### src/hw/acr_defs.vh
// Register offsets, field positions and reset values of the calibration configuration bank.
`ifndef ACR_DEFS_VH
`define ACR_DEFS_VH
`define ACR_ADDR_W 4
`define ACR_OFS_CAL_ADJUST 4'h4
`define ACR_OFS_CAL_VALUES 4'h5
`define ACR_OFS_BIAS_POWER 4'h6
`define ACR_OFS_IL_TIMING 4'h7
`define ACR_OFS_RSVD_A 4'h8
`define ACR_OFS_RSVD_B 4'h9
`define ACR_RST_CAL_ADJUST 16'hDB4B
`define ACR_RST_CAL_VALUES 16'h0000
`define ACR_RST_BIAS_POWER 16'h1C2E
`define ACR_RST_IL_TIMING 16'h8142
`define ACR_RST_RSVD_A 16'h0F0F
`define ACR_RST_RSVD_B 16'h0000
`define ACR_BIT_CAL_SEQ_SEL 14
`define ACR_BIT_SCAN_ACCESS 7
`define ACR_IL_TIMING_MSB 15
`define ACR_IL_TIMING_LSB 9
`endif

### src/hw/acr_regs.v
// Calibration and interleave configuration register bank with scan-access calibration storage.
// What this block does
// - Sequence select high: restore nominals, calibrate termination, then linearity.
// - Sequence select low: keep termination setting, skip it, calibrate linearity only.
// - Scan access bit high opens stored calibration values for read and write.
// - Each self-calibration result lands in the 16-bit calibration values register.
// - Interleave mode shifts sampling rising edge by timing field bits 15 to 9.
`timescale 1ns/1ps
`include "acr_defs.vh"
module acr_regs (
    input wire clk_in,
    input wire rst_n_in,
    input wire wr_en_in,
    input wire rd_en_in,
    input wire [`ACR_ADDR_W-1:0] addr_in,
    input wire [15:0] wr_data_in,
    input wire cal_start_in,
    input wire cal_result_valid_in,
    input wire [15:0] cal_result_in,
    input wire interleave_mode_in,
    output reg [15:0] rd_data_out,
    output reg rd_valid_out,
    output wire cal_sequence_select_out,
    output reg cal_restore_nominal_out,
    output reg cal_termination_out,
    output reg cal_linearity_out,
    output wire scan_access_control_out,
    output wire [15:0] cal_values_out,
    output wire [15:0] max_power_adjust_out,
    output wire [6:0] interleave_edge_timing_out,
    output wire interleave_edge_adjust_en_out
);
    // Register storage; each register has its own next-value logic below.
    reg [15:0] cal_adjust_q;
    reg [15:0] cal_adjust_d;
    reg [15:0] cal_values_q;
    reg [15:0] cal_values_d;
    reg [15:0] bias_power_q;
    reg [15:0] bias_power_d;
    reg [15:0] il_timing_q;
    reg [15:0] il_timing_d;
    reg [15:0] rsvd_a_q;
    reg [15:0] rsvd_a_d;
    reg [15:0] rsvd_b_q;
    reg [15:0] rsvd_b_d;
    reg [15:0] rd_data_d;
    reg cal_restore_nominal_d;
    reg cal_termination_d;
    reg cal_linearity_d;
    wire scan_open;
    wire full_sequence;
    wire wr_cal_adjust;
    wire wr_cal_values;
    wire wr_bias_power;
    wire wr_il_timing;
    wire wr_rsvd_a;
    wire wr_rsvd_b;
    wire rd_cal_values;

    // True when an access address selects the given register offset.
    function hit;
        input [`ACR_ADDR_W-1:0] addr;
        input [`ACR_ADDR_W-1:0] ofs;
        begin
            hit = (addr == ofs);
        end
    endfunction

    assign scan_open = cal_adjust_q[`ACR_BIT_SCAN_ACCESS];
    assign full_sequence = cal_adjust_q[`ACR_BIT_CAL_SEQ_SEL];
    assign scan_access_control_out = scan_open;
    assign cal_sequence_select_out = full_sequence;
    assign cal_values_out = cal_values_q;
    assign max_power_adjust_out = bias_power_q;
    assign interleave_edge_timing_out =
        il_timing_q[`ACR_IL_TIMING_MSB:`ACR_IL_TIMING_LSB];
    assign interleave_edge_adjust_en_out = interleave_mode_in;

    // Write strobes, one per register.
    assign wr_cal_adjust = wr_en_in && hit(addr_in, `ACR_OFS_CAL_ADJUST);
    assign wr_bias_power = wr_en_in && hit(addr_in, `ACR_OFS_BIAS_POWER);
    assign wr_il_timing = wr_en_in && hit(addr_in, `ACR_OFS_IL_TIMING);
    assign wr_rsvd_a = wr_en_in && hit(addr_in, `ACR_OFS_RSVD_A);
    assign wr_rsvd_b = wr_en_in && hit(addr_in, `ACR_OFS_RSVD_B);

    // The stored calibration word is only reachable while the scan gate is open.
    assign wr_cal_values = wr_en_in && scan_open && hit(addr_in, `ACR_OFS_CAL_VALUES);
    assign rd_cal_values = scan_open && hit(addr_in, `ACR_OFS_CAL_VALUES);

    // Reserved bits are stored as written, since the host keeps them intact.
    always @* begin
        cal_adjust_d = cal_adjust_q;
        if (wr_cal_adjust) begin
            cal_adjust_d = wr_data_in;
        end
    end

    always @* begin
        bias_power_d = bias_power_q;
        if (wr_bias_power) begin
            bias_power_d = wr_data_in;
        end
    end

    always @* begin
        il_timing_d = il_timing_q;
        if (wr_il_timing) begin
            il_timing_d = wr_data_in;
        end
    end

    always @* begin
        rsvd_a_d = rsvd_a_q;
        if (wr_rsvd_a) begin
            rsvd_a_d = wr_data_in;
        end
    end

    always @* begin
        rsvd_b_d = rsvd_b_q;
        if (wr_rsvd_b) begin
            rsvd_b_d = wr_data_in;
        end
    end

    // A fresh calibration result beats a host write in the same cycle.
    always @* begin
        cal_values_d = cal_values_q;
        if (cal_result_valid_in) begin
            cal_values_d = cal_result_in;
        end else if (wr_cal_values) begin
            cal_values_d = wr_data_in;
        end
    end

    // Sequence steps are latched at the start pulse so a later rewrite cannot alter a run.
    always @* begin
        cal_restore_nominal_d = cal_restore_nominal_out;
        cal_termination_d = cal_termination_out;
        cal_linearity_d = cal_linearity_out;
        if (cal_start_in) begin
            cal_restore_nominal_d = full_sequence;
            cal_termination_d = full_sequence;
            cal_linearity_d = 1'b1;
        end
    end

    // Read multiplexer; unmapped offsets and a closed scan gate read as zero.
    always @* begin
        rd_data_d = 16'h0000;
        if (hit(addr_in, `ACR_OFS_CAL_ADJUST)) begin
            rd_data_d = cal_adjust_q;
        end else if (rd_cal_values) begin
            rd_data_d = cal_values_q;
        end else if (hit(addr_in, `ACR_OFS_BIAS_POWER)) begin
            rd_data_d = bias_power_q;
        end else if (hit(addr_in, `ACR_OFS_IL_TIMING)) begin
            rd_data_d = il_timing_q;
        end else if (hit(addr_in, `ACR_OFS_RSVD_A)) begin
            rd_data_d = rsvd_a_q;
        end else if (hit(addr_in, `ACR_OFS_RSVD_B)) begin
            rd_data_d = rsvd_b_q;
        end
    end

    always @(posedge clk_in) begin
        if (!rst_n_in) begin
            cal_adjust_q <= `ACR_RST_CAL_ADJUST;
            bias_power_q <= `ACR_RST_BIAS_POWER;
            il_timing_q <= `ACR_RST_IL_TIMING;
            rsvd_a_q <= `ACR_RST_RSVD_A;
            rsvd_b_q <= `ACR_RST_RSVD_B;
        end else begin
            cal_adjust_q <= cal_adjust_d;
            bias_power_q <= bias_power_d;
            il_timing_q <= il_timing_d;
            rsvd_a_q <= rsvd_a_d;
            rsvd_b_q <= rsvd_b_d;
        end
    end

    // Calibration storage is undefined at power-on, so it is left out of reset.
    // A limitation: its reads show unknown data until a result or scan write lands.
    always @(posedge clk_in) begin
        cal_values_q <= cal_values_d;
    end

    always @(posedge clk_in) begin
        if (!rst_n_in) begin
            cal_restore_nominal_out <= 1'b0;
            cal_termination_out <= 1'b0;
            cal_linearity_out <= 1'b0;
        end else begin
            cal_restore_nominal_out <= cal_restore_nominal_d;
            cal_termination_out <= cal_termination_d;
            cal_linearity_out <= cal_linearity_d;
        end
    end

    // Read data holds between reads so a slow host can pick it up late.
    always @(posedge clk_in) begin
        if (!rst_n_in) begin
            rd_data_out <= 16'h0000;
            rd_valid_out <= 1'b0;
        end else begin
            rd_valid_out <= rd_en_in;
            if (rd_en_in) begin
                rd_data_out <= rd_data_d;
            end
        end
    end
endmodule // acr_regs

### config.mk
export PLATFORM = sky130hd
export DESIGN_NAME = acr_regs
export DESIGN_NICKNAME = d
export VERILOG_FILES = /design/src/hw/acr_regs.v
export VERILOG_INCLUDE_DIRS = /design/src /design/src/hw
export SDC_FILE = /design/constraint.sdc
export NUM_CORES = 1
export LEC_CHECK = 0
export BUFFER_PORTS_ARGS = -buffer_cell sky130_fd_sc_hd__buf_2
export CAP_MARGIN = 25
export CORE_AREA = 2 2 140 142
export DETAILED_ROUTE_END_ITERATION = 8
export DIE_AREA = 0 0 142 144
export PLACE_DENSITY = 0.58
export SYNTH_ARGS = -nofsm -noshare
export SYNTH_HDL_FRONTEND = slang
export SYNTH_SLANG_ARGS = --single-unit
### constraint.sdc
create_clock -name clk_in -period 1.6 [get_ports clk_in]
set_input_delay 0.08 -clock clk_in [delete_from_list [all_inputs] [get_ports clk_in]]
set_output_delay 0.08 -clock clk_in [all_outputs]
set_load 0.005 [all_outputs]
# Word-level counts from Yosys, hierarchy flattened
# Cells that the tools add are included.
# word_totals
reg_bits,115
inputBits,43
output_inout_bits,62
# op_classes
eq_ne,6
n_mux,8
reduce_logical,9
# ops
op,count
2-to-1 mux 16 bit,8
equality test 4 x 3 -> 1 bit (second input constant),4
equality test 4 bit (second input constant),2
logical AND 1 bit,8
nonzero test 2 bit,1

# Depth between registers and ports, before layout
# logic_depth
ltp_word,7
mapped_depth,8

# Worst setup path after synthesis
# Ideal clock, no wire load.
# synth_timing
path_type,register to register
from,register cal_adjust_q[7]
to,"register cal_values_q[0] (netlist: cal_values_out[0]), enable pin"
setup_time_ps,367
t_arrival_ps,1323
required_ps,1233
setup_slack_ps,-90
stages_incl_launch_ff,5
path_buffers,1
period_less_slack_ps,1690
path_cell_list,dfxtp_1 and3b_1 and2_1 buf_2 a21o_1
# synth_via
elab_chain_cells,3
# synth_lines
item,line,text
from (decl),acr_regs.v:34,reg [15:0] cal_adjust_q;
from (signal assigned),acr_regs.v:168,cal_adjust_q <= `ACR_RST_CAL_ADJUST;
from (signal assigned),acr_regs.v:174,cal_adjust_q <= cal_adjust_d;
logical AND 1 bit (2 in a row),acr_regs.v:87,"assign wr_cal_values = wr_en_in && scan_open && hit(addr_in, `ACR_OFS_CAL_VALUES);"
nonzero test 2 bit (no line),-,
to (signal assigned),acr_regs.v:185,cal_values_q <= cal_values_d;
to (decl),acr_regs.v:36,reg [15:0] cal_values_q;
# Every way passes these cells.
# A chain may end at the register's enable or synchronous reset.

# Final worst setup path
# layout_timing
from,register cal_adjust_q[7]
to,register rd_data_out[13]
# layout_via
elab_chain_cells,3
# layout_lines
item,line,text
logical AND 1 bit,acr_regs.v:88,"assign rd_cal_values = scan_open && hit(addr_in, `ACR_OFS_CAL_VALUES);"
2-to-1 mux 16 bit,acr_regs.v:153,end else if (rd_cal_values) begin
2-to-1 mux 16 bit,acr_regs.v:151,"if (hit(addr_in, `ACR_OFS_CAL_ADJUST)) begin"
to (signal assigned),acr_regs.v:208,rd_data_out <= rd_data_d;
to (decl),acr_regs.v:21,"output reg [15:0] rd_data_out,"
# Every way passes these cells.

==> metrics list <==
- The run finished, with violations left.
- The final reports fail on negative setup slack.
- The setup path with the least slack is of type register to register.
* Area of the die: 0.02045 sq mm
- Antenna Cells: 0
- The via count of the first global-routing pass is 4,390.
* Net switching share of the total power: 23.78%
* Gpl congestion: 0.8657
- Logic depth of the worst register-to-register path: 5
* Clock H-tree levels: 4
- Worst path buffer plus inverter count: 0
- Of the total power, the clock network draws 48.9%.
* Number of buffers inserted during clock tree synthesis: 17
- Clock latency on the worst-skew pair, taken at its later pin, is 420 ps.
* Power per unit of standard cell area: between 1000 and 1500 mW/mm^2
- Combined area of all synthesized cells: between 0.005 and 0.006 sq mm
- Routed via count: 4,747
- Final #Nets: 769
- In the final layout, the share of cells above drive strength 1 is about a quarter.
- After global routing the overflow that remains totals 0.
- Number of instances on the worst hold path: 3
- Number of buffer cells added on primary ports: 102
- The worst-case IR drop observed on VDD is 745.7 uV.
- Highest net fanout along the worst path: 7
* All-layer global routing usage: 17.35%
- The count of endpoints failing hold in the final timing report is 0.
- After synthesis, the largest area contributor takes up 37.83% of total cell area.
* Portion of total power attributed to sequential cells: 42.1%
- Fin Clk Skew: 6.508 ps
- Die width: approximately 140 microns
- Maximum number of pins on one net before global-route repair: 99
- Max_slew headroom: 64.85%
- The tree built by TritonCTS fans out to 115 sinks.
* Number of antenna violations at the first check in global routing: 0
* Cell chosen for the clock root: sky130_fd_sc_hd__clkbuf_16
- The placed instances occupy a cell area of 0.006051 sq mm.
* Count of flip-flops with a built-in enable after synthesis: 16
* Worst path slowest cell: sky130_fd_sc_hd__a222oi_1
* Setup ws final: -9.150 ps
* Setup violations, final: 1
* MaxCap Viol Count: 0
- Worst Setup Slack post-DPL: -26.93 ps
* Violation count after the first detailed-route iteration: 498
- For the worst setup path, the data arrival time is 1920 ps.
- Counting every instance in the synthesized netlist gives 603.
- The count of pins over their slew limit was 0.
- Category of cells accounting for the largest share of critical-path delay: compound AO/OA/AOI/OAI gates
- Design Power: 7.356 mW
* P_leak: 2.790 nW
* Unrepaired setup endpoints after global routing: true
- The synthesized netlist contains 45 unique library cells.
- Multi-input gate area: between 0.002 and 0.0025 sq mm
- Most common cell in the netlist: sky130_fd_sc_hd__nand2_1
* Total I/O pin count: 105
- Clock-pin slew was measured on the worst setup and hold paths at ~50 ps.
- Row generation in the floorplan step produced 51 rows.
- Combinational logic is responsible for 9.0% of the overall power.
- Number of cells on the critical path: 5
- Register area share after synthesis: 47.00%
* Average via count per standard cell: 4.869
- Async set or reset register ratio after synthesis: 0%
- Switching component of the power: 1.749 mW
- For the worst setup path, the data required time is approximately 1900 ps.
* Clock tree from TritonCTS: built
- By count the netlist is led by sky130_fd_sc_hd__nand2_1 (181), sky130_fd_sc_hd__dfxtp_1 (99), sky130_fd_sc_hd__nand3_1 (46), sky130_fd_sc_hd__a21boi_0 (43), sky130_fd_sc_hd__o21ai_0 (32).
* Routed wire length: 17,690 microns
* DRC violation count after routing: 0
- Internal power comes to 5.607 mW.
- Final critical path time including I/O delays and setup: 1609 ps
- Highest attainable clock frequency: approximately 620 MHz
* Number of nets still failing antenna checks after routing: 0
- Die Y-Extent: 144 microns
- First-pass GRT wire length: ~26,000 microns
- Synthesis inferred 115 register bits.
- Once layout is complete, the utilization of the core stands at 35.98%.
* Worst setup SP type: register
- In the final layout, flip-flops and latches occupy 0.002462 sq mm.
- The average instance in the mapped netlist occupies around 8.7 sq um.
- Placeable Area: 0.01908 sq mm
- Hold timing on the final database bottoms out at a slack of 18.95 ps.
- Area added between synthesis and finish: 31.05%
- The critical path goes through and3b_1, and2_4, a222oi_1, a21oi_1, o21a_1.
* Post-Layout Inst Area: 0.006865 sq mm
- In the final routed layout, each cell accounts on average for between 15 and 20 microns.
- The clock passes through at most 2 buffers.
- Counting every net in the synthesized netlist gives ~650.
- Library cell with the largest summed area after synthesis: sky130_fd_sc_hd__dfxtp_1
- Element type at the critical path end: register
* Final period utilization: 100.6%
- Post-synth top flop: sky130_fd_sc_hd__dfxtp_1
- Before antenna repair, the detailed router went through 5 iterations.
- Kind of path behind the tightest hold check: input pin to register
* Initial Util: 27.46%
- At the pin with the least slew margin, the transition time is 527.3 ps.
- Largest stage delay, worst path: ~450 ps
- Post-DP HPWL: 12,630 microns
- For this run, the number of Yosys warnings is 0.
- Number of filler cells placed in the layout: 1,950
* Top area cells in the synthesized netlist: sky130_fd_sc_hd__dfxtp_1 (38%), sky130_fd_sc_hd__nand2_1 (13%), sky130_fd_sc_hd__edfxtp_1 (9.2%)
==> final timing paths <==
check	startpoint	end	slack, ps
min reg2reg	cal_linearity_out	cal_linearity_out	460
max	cal_adjust_q[7]	rd_data_out[13]	-9
min	wr_data_in[7]	max_power_adjust_out[7]	20
max reg2reg	cal_adjust_q[7]	rd_data_out[13]	-9
==> per-stage QoR <==
stage                     instances  setup TNS [ps]
after floorplan                 603               0
final                           975          -9.150
after global placement          920          -10.58
after global routing            975          -45.20
after CTS                       975               0
after detailed placement        920          -37.23
==> cell type report <==
type / instances / area share (%)
Clock buffer: 21 / 7.017
Clock inverter: 9 / 1.166
Inverter: 3 / 0.1640
Multi-Input combinational cell: 429 / 35.67
Sequential cell: 115 / 35.87
Tap cell: 238 / 4.338
Timing Repair Buffer: 160 / 15.78
==> power by group through the flow <==
stage          logic (mW)  clock network [mW]  registers (mW)
3_3_place_gp        0.609                   0            3.16
3_5_place_dp        0.612                   0            3.16
5_1_grt             0.718                3.79            3.10
2_1_floorplan       0.310                   0            3.13
4_1_cts             0.660                3.65            3.10
6_report            0.661                3.60            3.10
==> tightest hold or removal path, stage by stage <==
cell	delay, ps
sky130_fd_sc_hd__buf_2	170
sky130_fd_sc_hd__nand2_1	80
sky130_fd_sc_hd__a21boi_1	50
==> flip-flops by register name (all words and copies together) (netlist names) <==
| signal | count |
|---|---|
| cal_adjust_q | 16 |
| max_power_adjust_out | 16 |
| rd_valid_out | 1 |
| cal_values_out | 16 |
| rsvd_b_q | 16 |
| cal_linearity_out | 1 |
| il_timing_q | 16 |
| cal_termination_out | 1 |
| rd_data_out | 16 |
| rsvd_a_q | 16 |
==> layer usage <==
layer / up-vias / track usage, % / routed length [microns]
met4: 0 / 6.895 / 449
met2: 165 / 27.15 / 8133
met1: 2229 / 23.33 / 8032
met5: - / 0 / 0
li1: 2327 / - / -
met3: 26 / 3.808 / 1072
==> logic make-up after synthesis <==
group	after synthesis	share of synthesized area, %
buffers and inverters	59	6.329
AO/OA/AOI/OAI	148	20.01
flip-flops	115	47.00
AND/OR/NAND/NOR	257	21.69
multiplexers	24	4.968
==> layout by cell type, fill, tap and decap left out, types with 3 or more instances in the layout <==
| master | n |
|---|---|
| sky130_fd_sc_hd__a31oi_1 | 3 |
| sky130_fd_sc_hd__dlygate4sd3_1 | 25 |
| sky130_fd_sc_hd__clkinv_2 | 5 |
| sky130_fd_sc_hd__clkbuf_16 | 18 |
| sky130_fd_sc_hd__and2_1 | 4 |
| sky130_fd_sc_hd__a21o_1 | 6 |
| sky130_fd_sc_hd__buf_4 | 27 |
| sky130_fd_sc_hd__a2bb2oi_1 | 3 |
| sky130_fd_sc_hd__a222oi_1 | 6 |
| sky130_fd_sc_hd__mux2_2 | 16 |
| sky130_fd_sc_hd__a21oi_1 | 11 |
| sky130_fd_sc_hd__mux2i_1 | 8 |
| sky130_fd_sc_hd__a22oi_1 | 9 |
| sky130_fd_sc_hd__o21a_1 | 8 |
| sky130_fd_sc_hd__a21boi_0 | 43 |
| sky130_fd_sc_hd__nor2b_1 | 9 |
| sky130_fd_sc_hd__a21boi_1 | 6 |
| sky130_fd_sc_hd__nand3_1 | 46 |
| sky130_fd_sc_hd__edfxtp_1 | 16 |
| sky130_fd_sc_hd__a32o_1 | 3 |
| sky130_fd_sc_hd__o21ai_0 | 32 |
| sky130_fd_sc_hd__nand2_1 | 181 |
| sky130_fd_sc_hd__buf_2 | 102 |
| sky130_fd_sc_hd__o2bb2ai_1 | 6 |
| sky130_fd_sc_hd__buf_12 | 6 |
| sky130_fd_sc_hd__inv_1 | 3 |
| sky130_fd_sc_hd__dfxtp_1 | 99 |
| sky130_fd_sc_hd__o22a_1 | 6 |
==> what timing repair did <==
action,in CTS,in global routing
endpoints found under the hold margin,37,0
pin swaps,2,3
buffers inserted,0,0
gates cloned,0,0
hold buffers,25,0
gates resized for setup,1,1
endpoints found under the setup margin,2,4
Note: power is estimated with default switching activity, not from simulation.
